===== src/gbsp_pkg.sv =====
// Constants, register map, timing figures and types for the boot status pin port
package gbsp_pkg;

  // ============================================================
  // Register map
  localparam logic [7:0] PIN_DIR_LEVEL_TICK_ADDR = 8'h0C;
  localparam int PIN_COUNT = 2;
  localparam int LEVEL_LSB = 0;
  localparam int DIR_LSB = 8;
  localparam int RUN_LSB = 12;
  localparam int RUN_W = 4;
  localparam int TICK_LSB = 16;
  localparam int TICK_W = 16;
  localparam logic [15:0] TICK_RESET = 16'h5820;
  localparam logic [3:0] RUN_RESET = 4'h3;

  // ============================================================
  // Timing
  localparam int CLK_HZ = 20_000_000;
  localparam int BUS_LOW_US = 1000;
  localparam int BUS_LOW_CYCLES = (BUS_LOW_US * (CLK_HZ / 1_000_000));
  localparam int LOAD_MS = 100;
  localparam int LOAD_CYCLES = LOAD_MS * (CLK_HZ / 1000);

  // ============================================================
  // Types
  typedef enum {
    BOOT_MASTER,
    BOOT_DEFAULT_INIT,
    BOOT_NORMAL
  } gbsp_boot_t;

  typedef struct packed {
    logic write;
    logic read;
    logic [7:0] addr;
    logic [31:0] wdata;
  } gbsp_req_t;

  typedef struct packed {
    logic memAbsent;
    logic memError;
    logic loadDone;
    logic slaveDownloadDone;
  } gbsp_load_t;

  typedef struct packed {
    logic serialOutActive;
    logic passThrough;
    logic slaveMode;
    logic memReadError;
  } gbsp_cfg_t;

endpackage


===== src/gbsp_debounce.sv =====
// Input synchroniser and low-run filter for one general pin
`timescale 1ns/1ns
module gbsp_debounce #(
  parameter int RUN_W = 4
) (
  input wire logic sys_clk,
  input wire logic reset,
  input wire logic pinIn,
  input wire logic sampleTick,
  input wire logic useRun,
  input wire logic [RUN_W-1:0] runLen,
  output logic level
);
  import gbsp_pkg::*;

  logic sync1_q;
  logic sync2_q;
  logic [RUN_W-1:0] lowRun_q;

  // ============================================================
  // Two flops; only the second one is looked at
  always_ff @(posedge sys_clk or posedge reset) begin
    if (reset) begin
      sync1_q <= 1'b1;
      sync2_q <= 1'b1;
    end else begin
      sync1_q <= pinIn;
      sync2_q <= sync1_q;
    end
  end

  // ============================================================
  // With useRun, low reported only after runLen consecutive low samples; without it level follows each sample
  always_ff @(posedge sys_clk or posedge reset) begin
    if (reset) begin
      lowRun_q <= '0;
      level <= 1'b1;
    end else if (sampleTick) begin
      if (!useRun) begin
        level <= sync2_q;
      end else if (sync2_q) begin
        lowRun_q <= '0;
        level <= 1'b1;
      end else if (lowRun_q + 1'b1 >= runLen) begin
        level <= 1'b0;
      end else begin
        lowRun_q <= lowRun_q + 1'b1;
      end
    end
  end
endmodule


===== src/gbsp_port.sv =====
// Two-pin general port with boot status role and pin_direction_level_tick register
`timescale 1ns/1ns
module gbsp_port #(
  parameter int LOAD_TIMEOUT = gbsp_pkg::LOAD_CYCLES,
  parameter int BUS_LOW_TIME = gbsp_pkg::BUS_LOW_CYCLES
) (
  input wire logic sys_clk,
  input wire logic reset,
  input wire gbsp_pkg::gbsp_req_t regReq,
  output logic [31:0] regRdata,
  input wire gbsp_pkg::gbsp_load_t loadEvt,
  input wire logic busSdaIn,
  input wire logic busSclIn,
  input wire logic [gbsp_pkg::PIN_COUNT-1:0] pinIn,
  output logic [gbsp_pkg::PIN_COUNT-1:0] pinOut,
  output logic [gbsp_pkg::PIN_COUNT-1:0] pinOe,
  output gbsp_pkg::gbsp_cfg_t cfgOut,
  output logic sampleTick
);
  import gbsp_pkg::*;

  initial begin
    if (LOAD_TIMEOUT < 1 || BUS_LOW_TIME < 1) begin
      $error("gbsp_port: timeouts must be at least one cycle");
    end
  end

  gbsp_boot_t boot_q;
  logic [PIN_COUNT-1:0] dir_q;
  logic [PIN_COUNT-1:0] outLevel_q;
  logic [PIN_COUNT-1:0] inLevel;
  logic [TICK_W-1:0] tickCount_q;
  logic [TICK_W-1:0] tickCnt_q;
  logic [RUN_W-1:0] runLen_q;
  logic strap_q;
  logic memErr_q;
  logic progDone_q;
  logic [31:0] loadCnt_q;
  logic [31:0] lowCnt_q;
  logic sda1_q;
  logic sda2_q;
  logic scl1_q;
  logic scl2_q;
  logic slaveMode;
  logic defaultStart;
  logic defaultDone;

  // Register field access
  function automatic logic isRegAddr(input logic [7:0] a);
    isRegAddr = (a == PIN_DIR_LEVEL_TICK_ADDR);
  endfunction

  // ============================================================
  // Bus line synchronisers for the held-low detector
  always_ff @(posedge sys_clk or posedge reset) begin
    if (reset) begin
      sda1_q <= 1'b1;
      sda2_q <= 1'b1;
      scl1_q <= 1'b1;
      scl2_q <= 1'b1;
    end else begin
      sda1_q <= busSdaIn;
      sda2_q <= sda1_q;
      scl1_q <= busSclIn;
      scl2_q <= scl1_q;
    end
  end

  always_ff @(posedge sys_clk or posedge reset) begin
    if (reset) begin
      lowCnt_q <= '0;
    end else if (boot_q != BOOT_MASTER || sda2_q || scl2_q) begin
      lowCnt_q <= '0;
    end else if (lowCnt_q < 32'(BUS_LOW_TIME)) begin
      lowCnt_q <= lowCnt_q + 32'h1;
    end
  end

  // Fallback time-out; memory absent also reported as an event
  always_ff @(posedge sys_clk or posedge reset) begin
    if (reset) begin
      loadCnt_q <= '0;
    end else if (boot_q != BOOT_NORMAL && loadCnt_q < 32'(LOAD_TIMEOUT)) begin
      loadCnt_q <= loadCnt_q + 32'h1;
    end
  end

  assign defaultStart = (boot_q == BOOT_MASTER) &&
    (loadEvt.memAbsent || loadEvt.memError || lowCnt_q >= 32'(BUS_LOW_TIME));
  // Status drive and init complete in one step here; slave mode is already on from defaultStart
  assign defaultDone = (boot_q == BOOT_DEFAULT_INIT) && (loadCnt_q >= 32'(LOAD_TIMEOUT));
  assign slaveMode = (boot_q != BOOT_MASTER);

  // ============================================================
  // Boot sequencer
  always_ff @(posedge sys_clk or posedge reset) begin
    if (reset) begin
      boot_q <= BOOT_MASTER;
    end else begin
      case (boot_q)
        BOOT_MASTER: begin
          if (defaultStart) begin
            boot_q <= BOOT_DEFAULT_INIT;
          end else if (loadEvt.loadDone) begin
            boot_q <= BOOT_NORMAL;
          end
        end
        BOOT_DEFAULT_INIT: begin
          if (defaultDone) begin
            boot_q <= BOOT_NORMAL;
          end
        end
        default: begin
          boot_q <= BOOT_NORMAL;
        end
      endcase
    end
  end

  // Strap caught at start of default init, not under reset
  always_ff @(posedge sys_clk or posedge reset) begin
    if (reset) begin
      strap_q <= 1'b1;
    end else if (defaultStart) begin
      strap_q <= inLevel[0];
    end
  end

  always_ff @(posedge sys_clk or posedge reset) begin
    if (reset) begin
      memErr_q <= 1'b0;
    end else if (loadEvt.memError) begin
      memErr_q <= 1'b1;
    end
  end

  // Direction writes to boot pin locked until programmed
  always_ff @(posedge sys_clk or posedge reset) begin
    if (reset) begin
      progDone_q <= 1'b0;
    end else if ((boot_q == BOOT_MASTER && loadEvt.loadDone) || loadEvt.slaveDownloadDone) begin
      progDone_q <= 1'b1;
    end
  end

  // ============================================================
  // Register pin_direction_level_tick writes
  always_ff @(posedge sys_clk or posedge reset) begin
    if (reset) begin
      dir_q <= '0;
      outLevel_q <= '0;
      tickCount_q <= TICK_RESET;
      runLen_q <= RUN_RESET;
    end else begin
      if (defaultDone) begin
        dir_q[0] <= 1'b1;
        outLevel_q[0] <= 1'b0;
      end
      if (regReq.write && isRegAddr(regReq.addr) && slaveMode) begin
        dir_q[PIN_COUNT-1:1] <= regReq.wdata[DIR_LSB+1 +: PIN_COUNT-1];
        outLevel_q <= regReq.wdata[LEVEL_LSB +: PIN_COUNT];
        tickCount_q <= regReq.wdata[TICK_LSB +: TICK_W];
        runLen_q <= regReq.wdata[RUN_LSB +: RUN_W];
        if (progDone_q) begin
          dir_q[0] <= regReq.wdata[DIR_LSB];
        end
      end
    end
  end

  // ============================================================
  // Sample tick divider, shared with diagnostics
  always_ff @(posedge sys_clk or posedge reset) begin
    if (reset) begin
      tickCnt_q <= '0;
      sampleTick <= 1'b0;
    end else if (tickCnt_q + 16'h1 >= tickCount_q) begin
      tickCnt_q <= '0;
      sampleTick <= 1'b1;
    end else begin
      tickCnt_q <= tickCnt_q + 16'h1;
      sampleTick <= 1'b0;
    end
  end

  // Pins are level sensitive: one filter per pin
  generate
    for (genvar i = 0; i < PIN_COUNT; i++) begin : g_pin
      gbsp_debounce #(.RUN_W(RUN_W)) u_deb (
        .sys_clk(sys_clk),
        .reset(reset),
        .pinIn(pinIn[i]),
        .sampleTick(sampleTick),
        .useRun(!slaveMode),
        .runLen(runLen_q),
        .level(inLevel[i])
      );
    end
  endgenerate

  // ============================================================
  // Pin drive and read-back
  always_ff @(posedge sys_clk or posedge reset) begin
    if (reset) begin
      pinOut <= '0;
      pinOe <= '0;
      regRdata <= '0;
    end else begin
      pinOut <= outLevel_q;
      pinOe <= dir_q;
      regRdata <= '0;
      if (regReq.read && isRegAddr(regReq.addr)) begin
        regRdata[LEVEL_LSB +: PIN_COUNT] <= inLevel & ~dir_q;
        regRdata[DIR_LSB +: PIN_COUNT] <= dir_q;
        regRdata[RUN_LSB +: RUN_W] <= runLen_q;
        regRdata[TICK_LSB +: TICK_W] <= tickCount_q;
      end
    end
  end

  // Audio configuration: pass-through and serial output picked by the latched strap and progDone_q
  always_ff @(posedge sys_clk or posedge reset) begin
    if (reset) begin
      cfgOut <= '0;
    end else begin
      cfgOut.slaveMode <= slaveMode;
      cfgOut.memReadError <= memErr_q;
      cfgOut.passThrough <= (boot_q == BOOT_NORMAL) && !strap_q && !progDone_q;
      cfgOut.serialOutActive <= (boot_q == BOOT_NORMAL) && (!strap_q || progDone_q);
    end
  end
endmodule


===== config.mk =====
export PLATFORM = sky130hd
export DESIGN_NAME = gbsp_port
export DESIGN_NICKNAME = d
export VERILOG_FILES = /design/src/gbsp_pkg.sv /design/src/gbsp_debounce.sv /design/src/gbsp_port.sv
export SDC_FILE = /design/constraint.sdc
export NUM_CORES = 1
export LEC_CHECK = 0
export ABC_AREA = 1
export BUFFER_PORTS_ARGS = -buffer_cell sky130_fd_sc_hd__buf_4
export CORE_MARGIN = 2
export CORE_UTILIZATION = 63
export DETAILED_ROUTE_END_ITERATION = 6
export GPL_ROUTABILITY_DRIVEN = 0
export MAX_ROUTING_LAYER = met4
export PLACE_DENSITY_LB_ADDON = 0.2
export SLEW_MARGIN = 25
export SYNTH_ARGS = -nofsm -noshare
export SYNTH_HDL_FRONTEND = slang
export SYNTH_HIERARCHICAL = 1
export SYNTH_SLANG_ARGS = --single-unit

===== constraint.sdc =====
create_clock -name sys_clk -period 12.76 [get_ports sys_clk]
set_clock_uncertainty 0.05 [all_clocks]
set_input_delay 2.552 -clock sys_clk [delete_from_list [all_inputs] [get_ports sys_clk]]
set_output_delay 2.552 -clock sys_clk [all_outputs]
set_load 0.01 [all_outputs]

; ---- Word level (Yosys, flattened, before mapping)
; Cells that the tools add are included.
[word_totals]
register_bits = 190
in_bits = 52
out_inout_bits = 41
word_cells = 113
[classes]
n_addsub = 5
magnitude_cmp = 7
eq_ne = 9
muxes = 26
bitwise_logic = 3
reduce_logical = 30
[op_table]
columns = operator, n
row1 = 2-to-1 mux 32 bit, 5
row2 = adder 32 x 1 -> 32 bit (second input constant), 2
row3 = zero test 32 bit, 2
row4 = one-hot mux 32 bit (2 select lines), 1
row5 = == test 32 x 1 -> 1 bit (second input constant), 1
row6 = == test 32 x 2 -> 1 bit (second input constant), 1
row7 = == test 32 x 3 -> 1 bit (second input constant), 1
row8 = greater-or-equal comparator 32 x 15 -> 1 bit (second input constant), 1
row9 = greater-or-equal comparator 32 x 21 -> 1 bit (second input constant), 1
row10 = less-than comparator 32 x 15 -> 1 bit (second input constant), 1
row11 = less-than comparator 32 x 21 -> 1 bit (second input constant), 1
row12 = != test 32 x 3 -> 1 bit (second input constant), 1
row13 = nonzero test 32 bit, 1
row14 = 2-to-1 mux 20 bit, 1
row15 = adder 16 x 1 -> 16 bit (second input constant), 1
row16 = greater-or-equal comparator 16 bit, 1
row17 = 2-to-1 mux 16 bit, 1
row18 = 2-to-1 mux 4 bit, 4
row19 = 2-to-1 mux 1 bit, 12
row20 = logical AND 1 bit, 10
row21 = adder 4 x 1 -> 4 bit (second input constant), 2
row22 = == test 8 x 4 -> 1 bit (second input constant), 1
row23 = greater-or-equal comparator 4 bit, 2
row24 = logical OR 1 bit, 6
row25 = other kinds (12), 20

; ---- Longest topological paths before layout
; Gate-level depths: netlist of the first run.
[depth]
depth_word = 5
depth_mapped = 15
depth_no_buf = 14

; ---- Hierarchy
; The synthesis of the first run kept the hierarchy.
[modules_own_cells]
columns = mod, n_inst, cells_each, area_per_inst_um2, seq_area_each_um2
row1 = gbsp_port, 1, 795, 6860.3, 3667.3
row2 = gbsp_debounce, 2, 63, 490.5, 178.9

; ---- Least setup slack after synthesis of the first run
; Ideal clock, no wire load.
[synth_path]
path_kind = input -> register
startpoint = in regReq[39] (netlist bit)
endpoint = reg dir_q[1]
setup_time_ns = 0.130
arrival_ns = 3.370
required_ns = 12.580
slack_ns = 9.210
path_stages = 7
n_path_buf = 1
path_cell_list = nor2_1 nand2_1 nor2_1 nand3_1 inv_2 clkbuf_1 o21ai_0
[synth_between]
elab_chain_cells = 3
[synth_lines]
columns = element, line
row1 = from (decl), gbsp_port.sv:9  ; input wire gbsp_pkg::gbsp_req_t regReq,
row2 = == test 8 x 4 -> 1 bit, gbsp_port.sv:50  ; isRegAddr = (a == PIN_DIR_LEVEL_TICK_ADDR);
row3 = logical AND 1 bit (2 in a row), gbsp_port.sv:159  ; if (regReq.write && isRegAddr(regReq.addr) && slaveMode) begin
row4 = "to (signal, indexed assignment)", gbsp_port.sv:160  ; dir_q[PIN_COUNT-1:1] <= regReq.wdata[DIR_LSB+1 +: PIN_COUNT-1];
row5 = to (decl), gbsp_port.sv:29  ; logic [PIN_COUNT-1:0] dir_q;
; Every way passes these cells.
; A chain may end at the register's enable or synchronous reset.

; ---- Final worst setup path of the first run
[layout_path]
startpoint = reg sampleTick
endpoint = out sampleTick
[layout_rtl]
columns = element, line
row1 = from (decl), gbsp_port.sv:18  ; output logic sampleTick
row2 = from (signal assigned), gbsp_port.sv:176  ; sampleTick <= 1'b0;
row3 = from (signal assigned), gbsp_port.sv:179  ; sampleTick <= 1'b1;
row4 = from (signal assigned), gbsp_port.sv:182  ; sampleTick <= 1'b0;
; No word-level cell between the ends.

==> results of run 1 <==
[registers in the layout, indices dropped and copies added (netlist names), 4 cells and up]
| name | cells |
|---|---|
| loadCnt_q | 32 |
| lowCnt_q | 32 |
| regRdata | 24 |
| tickCnt_q | 16 |
| tickCount_q | 16 |
| g_pin.u_deb/lowRun_q | 8 |
| cfgOut | 4 |
| runLen_q | 4 |
[metrics by stage]
stage | cell area (sq um) | power [mW] | cells | worst slack (ns)
floorplan | 7868 | 0.5540 | 928 | 6.253
global placement | 8464 | 0.5708 | 1138 | 8.550
detailed placement | 8464 | 0.5722 | 1138 | 8.542
CTS | 8992 | 1.026 | 1170 | 9.011
global route | 8999 | 1.053 | 1170 | 8.880
finish | 8999 | 1.015 | 1170 | 9.041
[Yosys cell counts, types with 2 or more instances]
library cell	n	area share
clkbuf_1	17	0.0081
nand4_1	17	0.014
o21ai_2	6	0.0067
or2_1	2	0.0016
nand2_1	215	0.10
nor3_2	4	0.0051
dfrtp_1	143	0.46
nand3_2	3	0.0038
bufinv_8	2	0.0045
inv_1	119	0.057
nand2_2	17	0.014
inv_2	4	0.0019
or2_2	3	0.0024
xor2_1	24	0.027
nand3_1	45	0.029
nor3_1	12	0.0077
nor2_1	136	0.065
o21ai_1	10	0.0064
a21oi_1	14	0.0089
o21ai_0	29	0.019
nand2_4	4	0.0057
a21oi_2	2	0.0022
buf_2	4	0.0026
ha_1	31	0.049
dfstp_2	17	0.057
nor4_1	3	0.0024
nor2_4	2	0.0029
buf_4	13	0.012
xnor2_1	12	0.013
[kinds of logic after synthesis]
| logic type | share of synthesized area |
|---|---|
| xor gates and xnor gates | 0.04021 |
| other | 0.0004782 |
| DFF | 0.5133 |
| buffers and inverters | 0.08920 |
| AOI/OAI and AO/OA | 0.04660 |
| adders and majority gates | 0.04947 |
| and+or+nand+nor | 0.2607 |
[power by group]
group | internal, mW | switching [mW] | leakage (nW) | total [mW]
logic | 0.0161 | 0.0256 | 2.46 | 0.0417
clock network | 0.257 | 0.196 | 0.252 | 0.453
registers | 0.518 | 0.00333 | 2.04 | 0.521
[layout make-up]
class,instances,share of cell area
clock buffers,22,0.05159
well taps,168,0.02336
inverters,126,0.05645
multi-input cells,607,0.3496
flip-flops and latches,160,0.4473
clock inverters,10,0.007091
repair buffers,77,0.06466
[per-layer routing]
| metal | up-vias | track usage |
|---|---|---|
| li1 | 2979 | - |
| met1 | 2834 | 0.3331 |
| met2 | 118 | 0.3973 |
| met3 | 17 | 0.05753 |
| met4 | 0 | 0.07791 |
| met5 | - | - |
[worst paths after layout]
kind / start / end / slack (ns) / cells past startpoint
worst min register to register: g_pin[1].u_deb/sync1_q / g_pin[1].u_deb/sync2_q / 0.30 / 0
worst max-delay path: sampleTick / sampleTick / 9.04 / 1
worst min-delay path: g_pin[1].u_deb/sync1_q / g_pin[1].u_deb/sync2_q / 0.30 / 0
min in group asynchronous: reset / g_pin[1].u_deb/lowRun_q[2] / 2.05 / 2
worst max register to register: tickCnt_q[0] / tickCnt_q[11] / 9.92 / 12
max in group asynchronous: reset / lowCnt_q[11] / 9.39 / 3
==> metrics.md, run 1 <==
| Metric | Value |
|---|---|
| Layout Utilization | 0.7461 |
| CORE AREA | between 0.01 and 0.015 sq mm |
| Hold Buf Count CTS | 0 |
| Row count | 40 |
| Power density over the cells | roughly 110 mW/mm^2 |
| CP top delay family | flip-flops |
| Drt drc | 0 |
| Clock Latency Late Sink | about 0.42 ns |
| Worst Hold Class | flop to flop |
| WL met2 | roughly 7500 um |
| Bufs and invs on worst path | 1 |
| Die area | between 0.01 and 0.015 sq mm |
| Met3 wire len | 638 um |
| Iter 0 DRT Violations | 369 |
| I/O pin total | 93 |
| Worst-Margin Slew | roughly 0.8 ns |
| Layout area overhead | 14.76% |
| Minimum clock period | around 3.7 ns |
| Clk buf depth | 2 |
| Total track usage | 0.2537 |
| Post-Syn Area | between 0.007 and 0.008 sq mm |
| Final ANT Viol Nets | 0 |
| Global route overflow | 0 |
| Post-Synthesis Cells | around 920 |
| Max stage delay cell, worst path | dfrtp_1 |
| Max transition margin | 0.4511 |
| Total CTS buffers | 17 |
| CTS tree | built |
| WL/cell | 12.93 um |
| Drt via density | around 5.1 |
| Setup crit end kind | output pin |
| Main synth FF type | dfrtp_1 |
| WL met1 | 6803 um |
| Largest net degree at the start of global routing | 80 |
| Most frequent cells in the layout | 214 x nand2_1, 143 x dfrtp_1, 136 x nor2_1 |
| Fillers | 930 |
| Cts repair resizes | 0 |
| Syn Area/Cell | approximately 8.5 sq um |
| Seq/Total Area, Yosys | 0.5133 |
| Fin. Hold Viols | 0 |
| First-pass GRT wire length | 25700 um |
| ANT cells | 0 |
| Via count | 5948 |
| Port-buffer cells | 76 |
| Starting density of the core | 0.6501 |
| Final worst-path cycle share | 0.2914 |
| Max Used Layer | met4 |
| Setup TNS | 0 ns |
| Flops & latches, synth | 160 |
| Multi-input gate area | 0.003146 sq mm |
| Detailed Place HPWL | roughly 10000 um |
| Net count reported at finish | ~1.1k |
| WP data arrival | between 1 and 1.5 ns |
| Req. time, crit path | between 10 and 15 ns |
| Commonest non-fill, non-tap cell in the layout | nand2_1 |
| Postcts setup bufs | 0 |
| Ys Warns | 6 |
| Number of global-route vias before repair | about 5.7k |
| Status | finished, final reports clean |
| Netlist cell types | 40 |
| Path type of the worst setup path | flop to output pin |
| # setup viols final | 0 |
| Number of flops mapped to enable cells by yosys | 0 |
| Crit-path max cell delay | between 0.5 and 0.6 ns |
| Max Freq | approximately 270 MHz |
| Htree depth | 4 |
| Crit-path cells | buf_4 |
| Die Width | 115.6 um |
| Startpoint Class | flop |
| Root buffer cell | clkbuf_16 |
| RSZ-0062 raised after global routing | no |
| WHS | ~0.3 ns |
| Async SR Flop Fraction | 1.000 |
| Initial DRT Pass Iterations | 5 |
| Die H | approximately 120 um |
| Share of layout cells above drive strength 1 | 0.1766 |
| Register area | ~0.004 sq mm |
| Leakage power | approximately 4.7 nW |
| MaxCap Viol Count | 0 |
| Routed WL | 15130 um |
| Clock Sinks | 160 |
| Max-slew violations | 0 |
| Initial antenna violation count | 0 |
| Clk slew on worst S/H paths | roughly 0.060 ns |
| Critical path peak fanout | 7 |
| Peak VDD IR | roughly 0.10 mV |
(Power assumes the default switching activity.)
==> inputs of run 2 (changes only) <==
- ABC_AREA: 1 -> 0
- CORE_UTILIZATION: 63 -> 58
- clock period: 12.76 -> 3.65 ns (I/O delays scaled with it)
==> run 2 against run 1 <==
  * Count of clock-buffer cells in the layout did not move
  * Sequential share of layout area grew 1.4 points
  * Non-clock buffer count increased by 10
  * Largest cell class unchanged
  * Critical endpoint is now tickCnt_q[0]
  * Final area shrank 3.0%
==> metrics.md, run 2 <==
| Metric | Value |
|---|---|
| Status | finished, final reports clean (unchanged) |
| CORE AREA | 0.01252 sq mm (was 0.01206 sq mm) |
| Biggest regs | loadCnt_q x32, lowCnt_q x32, regRdata x24 (unchanged) |
| Iter 0 DRT Violations | 464 (was 369) |
| I/O pin total | 93 (unchanged) |
| Final worst-path cycle share | 0.8360 |
| WHS | 0.2208 ns (was 0.3045 ns) |
| Total track usage | 0.2393 (was 0.2537) |
| Commonest cells in the netlist | 143 x dfrtp_1, 61 x nand2_1, 51 x inv_1 (was 215 x nand2_1, 143 x dfrtp_1, 136 x nor2_1) |
| Post-Synthesis Cells | 669 (was 921) |
| MaxCap Viol Count | 0 (unchanged) |
| Die H | 116.7 um (was 115.6 um) |
| Req. time, crit path | 3.93 ns (was 10.16 ns) |
| Detailed Place HPWL | 10300 um (was 10480 um) |
| Via count | 5198 (was 5948) |
| Async SR Flop Fraction | 1.000 (unchanged) |
| Ys Warns | 6 (unchanged) |
| GRT met3 Usage | 0.05449 (was 0.05753) |
| Netlist cell types | 63 (was 40) |
| Net count reported at finish | 827 (was 1072) |
| Yosys top cell by area | dfrtp_1 (unchanged) |
| Starting density of the core | 0.5882 (was 0.6501) |
| Clk slew on worst S/H paths | 0.06 ns (about the same) |
| # setup viols final | 0 (unchanged) |
| CTS tree | built (unchanged) |
| ANT cells | 0 (unchanged) |
| Final ANT Viol Nets | 0 (unchanged) |
| Postcts setup bufs | 0 (unchanged) |
| Row count | 41 (was 40) |
| Max stage delay cell, worst path | nor4_1 (was dfrtp_1) |
| Main synth FF type | dfrtp_1 (unchanged) |
| Peak VDD IR | 0.3751 mV (was 0.1021 mV) |
| Flops & latches, synth | 160 (unchanged) |
| Crit-path cells | nand3_1, nor4_1, nand3_1, xnor2_1, ha_1, a21o_1, a21o_1, a21oi_1, buf_4, inv_1, a211oi_1 (was buf_4) |
| Number of global-route vias before repair | 5182 (was 5658) |
| Worst Hold Class | input pin to asynchronous set/reset pin (was flop to flop) |
| Cts repair resizes | 0 (unchanged) |
| Clock Sinks | 160 (unchanged) |
| WP data arrival | 3.33 ns (was 1.12 ns) |
| Drt via density | 5.595 (was 5.084) |
| Clk buf depth | 2 (unchanged) |
| Clock Latency Late Sink | 0.42 ns (about the same) |
| Largest net degree at the start of global routing | 87 (was 80) |
| Crit-path max cell delay | 0.52 ns (was 0.51 ns) |
| Path type of the worst setup path | flop to flop (was flop to output pin) |
| Synth top area cells | dfrtp_1 49%, dfstp_2 6.1%, ha_1 5.3%, xnor2_1 3.9%, nand2_1 3.1% (was dfrtp_1 46%, nand2_1 10%, nor2_1 6.5%, dfstp_2 5.7%, inv_1 5.7%) |
| Yosys top cell area share | 0.4861 (was 0.4564) |
| Post-Syn Area | 0.007362 sq mm (was 0.007841 sq mm) |
| RSZ-0062 raised after global routing | no (unchanged) |
| Initial DRT Pass Iterations | 5 (unchanged) |
| Port-buffer cells | 76 (unchanged) |
| Root buffer cell | clkbuf_16 (unchanged) |
| Top Usage Layer GRT | met2 (unchanged) |
| Seq/Total Area, Yosys | 0.5467 (was 0.5133) |
| Worst-Margin Slew | 0.7247 ns (was 0.8188 ns) |
| Initial antenna violation count | 0 (unchanged) |
| Total CTS buffers | 17 (unchanged) |
| Htree depth | 4 (unchanged) |
| Drt drc | 0 (unchanged) |
| Power density over the cells | 446.1 mW/mm^2 (was 112.8 mW/mm^2) |
| Setup TNS | 0 ns (unchanged) |
| Die Width | 116.7 um (was 115.6 um) |
| Setup crit end kind | flop (was output pin) |
| Met1 Usage GRT | 0.3155 (was 0.3331) |
| Leakage power | 4.359 nW (was 4.748 nW) |
| First-pass GRT wire length | 24520 um (was 25700 um) |
| Die area | 0.01361 sq mm (was 0.01336 sq mm) |
| Global route overflow | 0 (unchanged) |
| Max-slew violations | 0 (unchanged) |
| Fin. Hold Viols | 0 (unchanged) |
| Commonest non-fill, non-tap cell in the layout | dfrtp_1 (was nand2_1) |
| Number of flops mapped to enable cells by yosys | 0 (unchanged) |
| Share of layout cells above drive strength 1 | 0.2140 (was 0.1766) |
| Syn Area/Cell | 11.00 sq um (was 8.514 sq um) |
| Critical path peak fanout | 17 (was 7) |
| Minimum clock period | ~3.1 ns |
| Layout area overhead | 18.51% (was 14.76%) |
| Hold Buf Count CTS | 0 (unchanged) |
| Startpoint Class | flop (unchanged) |
| WL/cell | 15.97 um (was 12.93 um) |
| Most frequent cells in the layout | 143 x dfrtp_1, 86 x buf_4, 61 x nand2_1 (was 214 x nand2_1, 143 x dfrtp_1, 136 x nor2_1) |
| Max Freq | around 330 MHz |
| Met2 Usage GRT | 0.3705 (was 0.3973) |
| Most common cell in the netlist | dfrtp_1 (was nand2_1) |
| Routed WL | 14840 um (was 15130 um) |
| Max transition margin | 0.5131 (was 0.4511) |
run 2: cell count changes in the layout (fill, tap and decap cells not counted), sizes merged, moves of 16 or more:
| cell | delta |
|---|---|
| nor2 | -121 |
| inv | -74 |
| xnor2 | +21 |
| and2 | +24 |
| nand2 | -175 |
| xor2 | -16 |
| nand3 | -29 |
| and3 | +34 |
| o21ai | -21 |
| a21oi | +17 |
run 2: final cells by class:
| cell class | instances | area (sq um) |
|---|---|---|
| sequential | 160 | 4025 |
| fill | 924 | 3792 |
| multi-input combinational | 427 | 2984 |
| timing repair buffer | 87 | 665.6 |
| clock buffer | 22 | 454.2 |
| tap | 172 | 215.2 |
| inverter | 51 | 195.2 |
| clock inverter | 10 | 185.2 |
run 2: kinds of logic (layout without fill, tap and decap cells):
logic type,after synthesis,after routing,synth area share
compound gates,101,101,0.1015
fa+ha+maj,31,31,0.05268
simple gates,234,234,0.1803
xor+xnor,41,41,0.04878
buf+inv,89,170,0.05149
flops,160,160,0.5467
mux,12,12,0.01801
other cells,1,8,0.0005094
run 2: routing by layer:
layer | vias up | wire (um)
met5 | - | 0
met4 | 0 | 218
met3 | 22 | 514
met2 | 102 | 7396
met1 | 2610 | 6708
li1 | 2464 | -
run 2: per-stage QoR:
stage	util	cells	worst slack [ns]	total power, mW	instance area [sq um]
floorplan	-	676	0.7371	1.943	7392
global placement	0.6459	897	0.7432	2.004	8085
detailed placement	0.6459	897	0.6725	2.012	8085
CTS	0.6970	929	0.6368	3.918	8725
global route	0.6970	929	0.3657	4.015	8725
finish	0.6970	929	0.5988	3.892	8725
run 2: where the power goes:
| part | switching [mW] | leakage, nW | internal, mW |
|---|---|---|---|
| sequential | 0.0168 | 2.08 | 1.81 |
| combinational | 0.0914 | 1.97 | 0.0650 |
| clock | 0.680 | 0.308 | 1.23 |
run 2: path summary, 6_finish.rpt:
path                       cells after the start         start                    endpoint  slack (ns)
max                                           11  tickCnt_q[2]                tickCnt_q[0]        0.60
min                                            2         reset  g_pin[1].u_deb/lowRun_q[0]        0.22
max reg2reg                                   11  tickCnt_q[2]                tickCnt_q[0]        0.60
min reg2reg                                    0        sda1_q                      sda2_q        0.30
max in group asynchronous                      3         reset             tickCount_q[11]        2.25
min in group sys_clk                           0        sda1_q                      sda2_q        0.30
run 2: critical path, delay by kind of cell, from the launching register on:
kind	cells	cell delay, ns
AND/OR/NAND/NOR	3	0.87
flip-flops	1	0.45
buffers and inverters	2	0.30
adder cells (fa/ha/maj)	1	0.31
XOR/XNOR	1	0.29
AO/OA/AOI/OAI	4	0.69
==> inputs of run 3 (changes only) <==
- clock period: 3.65 -> 3.02 ns (I/O delays scaled with it)
==> run 3 against run 2 <==
  * Die area unchanged
  * Wire length decreased by 2.9%
  * Sequential power increased by 21%
  * Via count decreased by 1.6%
  * Flip-flop and latch count unchanged
  * Register-to-register slack got worse by 0.38 ns
  * Worst setup slack got worse by 0.38 ns
  * Global-route usage increased by 0.17 points
==> metrics.md, run 3 (same netlist as run 2, synthesis figures left out) <==
| Metric | Value |
|---|---|
| Layout area overhead | 18.46% (was 18.51%) |
| Critical path peak fanout | 17 (unchanged) |
| Die Width | 116.7 um (unchanged) |
| CORE AREA | 0.01252 sq mm (unchanged) |
| Root buffer cell | clkbuf_16 (unchanged) |
| Most frequent cells in the layout | 143 x dfrtp_1, 86 x buf_4, 61 x nand2_1 (unchanged) |
| Starting density of the core | 0.5882 (unchanged) |
| Total CTS buffers | 17 (unchanged) |
| ANT cells | 0 (unchanged) |
| Clk slew on worst S/H paths | 0.06 ns (about the same) |
| Setup crit end kind | flop (unchanged) |
| Die H | 116.7 um (unchanged) |
| WP data arrival | 3.08 ns (was 3.33 ns) |
| Initial antenna violation count | 0 (unchanged) |
| Clock Latency Late Sink | 0.41 ns (was 0.42 ns) |
| Number of global-route vias before repair | 5178 (was 5182) |
| Biggest regs | loadCnt_q x32, lowCnt_q x32, regRdata x24 (unchanged) |
| First-pass GRT wire length | 24600 um (was 24520 um) |
| Global route overflow | 0 (unchanged) |
| Worst-Margin Slew | 0.7265 ns (was 0.7247 ns) |
| Power density over the cells | 518.9 mW/mm^2 (was 446.1 mW/mm^2) |
| Req. time, crit path | 3.29 ns (was 3.93 ns) |
| MaxCap Viol Count | 0 (unchanged) |
| Clock Sinks | 160 (unchanged) |
| Port-buffer cells | 76 (unchanged) |
| Drt drc | 0 (unchanged) |
| Total track usage | 0.2411 (was 0.2393) |
| Clk buf depth | 2 (unchanged) |
| Row count | 41 (unchanged) |
| Share of layout cells above drive strength 1 | 0.2230 (was 0.2140) |
| Detailed Place HPWL | 10090 um (was 10300 um) |
| Peak VDD IR | 0.3736 mV (was 0.3751 mV) |
| Path type of the worst setup path | flop to flop (unchanged) |
| Max transition margin | 0.5119 (was 0.5131) |
| Fin area | 0.008721 sq mm (was 0.008725 sq mm) |
| Commonest non-fill, non-tap cell in the layout | dfrtp_1 (unchanged) |
| Routed WL | 14410 um (was 14840 um) |
| Max Freq | 356.9 MHz (was 327.7 MHz) |
| Setup TNS | 0 ns (unchanged) |
| DP Area | 0.008105 sq mm (was 0.008085 sq mm) |
| Largest net degree at the start of global routing | 88 (was 87) |
| Iter 0 DRT Violations | 368 (was 464) |
| Htree depth | 4 (unchanged) |
| Final worst-path cycle share | 0.9277 (was 0.8360) |
| Startpoint Class | flop (unchanged) |
| Via count | 5114 (was 5198) |
| # setup viols final | 0 (unchanged) |
| WL/cell | 15.49 um (was 15.97 um) |
| Fillers | 950 (was 924) |
| Die area | 0.01361 sq mm (unchanged) |
| Max-slew violations | 0 (unchanged) |
| Initial DRT Pass Iterations | 4 (was 5) |
| CTS tree | built (unchanged) |
| Final ANT Viol Nets | 0 (unchanged) |
| Fin. Hold Viols | 0 (unchanged) |
| I/O pin total | 93 (unchanged) |
| RSZ-0062 raised after global routing | yes (was no) |
| Worst Hold Class | input pin to asynchronous set/reset pin (unchanged) |
| Net count reported at finish | 828 (was 827) |
| Drt via density | 5.499 (was 5.595) |
| Status | finished, final reports clean (unchanged) |
| Postcts setup bufs | 0 (unchanged) |
| Leakage power | 4.364 nW (was 4.359 nW) |
| Pwr Total | 4.525 mW (was 3.892 mW) |
| Minimum clock period | 2.802 ns (was 3.051 ns) |
| Hold Buf Count CTS | 0 (unchanged) |
## run 3: cell types whose count changed in the layout (fill, tap and decap cells not counted), sizes merged
cell	previous run	this run
bufinv	5	2
clkbuf	22	23
buf	87	88
inv	50	51
clkinvlp	2	3
## run 3: worst paths after layout
path,from,endpoint,slack [ns],cells past startpoint
min in group sys_clk,pinIn[1],g_pin[1].u_deb/sync1_q,0.24,1
worst max register to register,tickCnt_q[5],tickCnt_q[0],0.22,12
worst max-delay path,tickCnt_q[5],tickCnt_q[0],0.22,12
max in group asynchronous,reset,tickCount_q[5],2.17,3
worst min-delay path,reset,regRdata[13],0.07,2
worst min register to register,scl1_q,scl2_q,0.31,0
## run 3: final cells by class
type / instances / area, sq um / area share
Clock inverter: 9 / 103.9 / 0.01191
Timing Repair Buffer: 88 / 685.7 / 0.07862
Sequential cell: 160 / 4025 / 0.4615
Multi-Input combinational cell: 427 / 2998 / 0.3438
Inverter: 51 / 195.2 / 0.02238
Clock buffer: 23 / 498.0 / 0.05710
Tap cell: 172 / 215.2 / 0.02468
## run 3: critical path, stage by stage, from the launching register on
cell and delay, ns:
dfrtp_1 0.41, nand4_1 0.22, nor4_1 0.28, buf_4 0.17, nand3_1 0.12, xnor2_2 0.19, ha_1 0.27, a21o_1 0.17
a21o_1 0.17, a21oi_1 0.13, buf_4 0.23, inv_1 0.07, a211oi_1 0.22
## run 3: what timing repair did
action,in CTS,in global routing
gates resized for setup,0,3
endpoints found under the setup margin,0,4
endpoints found under the hold margin,0,0
## run 3: metrics by stage
| step | setup slack, ns | hold slack, ns | util | instances |
|---|---|---|---|---|
| 5_1_grt | -0.0008393 | 0.05084 | 0.6967 | 930 |
| 4_1_cts | 0.1550 | 0.05413 | 0.6956 | 930 |
| 6_report | 0.2183 | 0.06720 | 0.6967 | 930 |
| 2_1_floorplan | 0.1071 | 0.2952 | - | 676 |
| 3_3_place_gp | 0.2747 | 0.2957 | 0.6475 | 898 |
| 3_5_place_dp | 0.1741 | 0.2970 | 0.6475 | 898 |
## run 3: power by group
| part | internal [mW] | switching, mW |
|---|---|---|
| Clock | 1.32 | 0.810 |
| Combinational | 0.0796 | 0.108 |
| Sequential | 2.18 | 0.0199 |
| Total | 3.59 | 0.938 |
## run 3: metal layers
layer	track usage	vias up	part of all wire
li1	-	2466	-
met1	0.3160	2521	0.45
met2	0.3826	110	0.50
met3	0.05345	17	0.039
met4	0.06824	0	0.012
met5	-	-	0
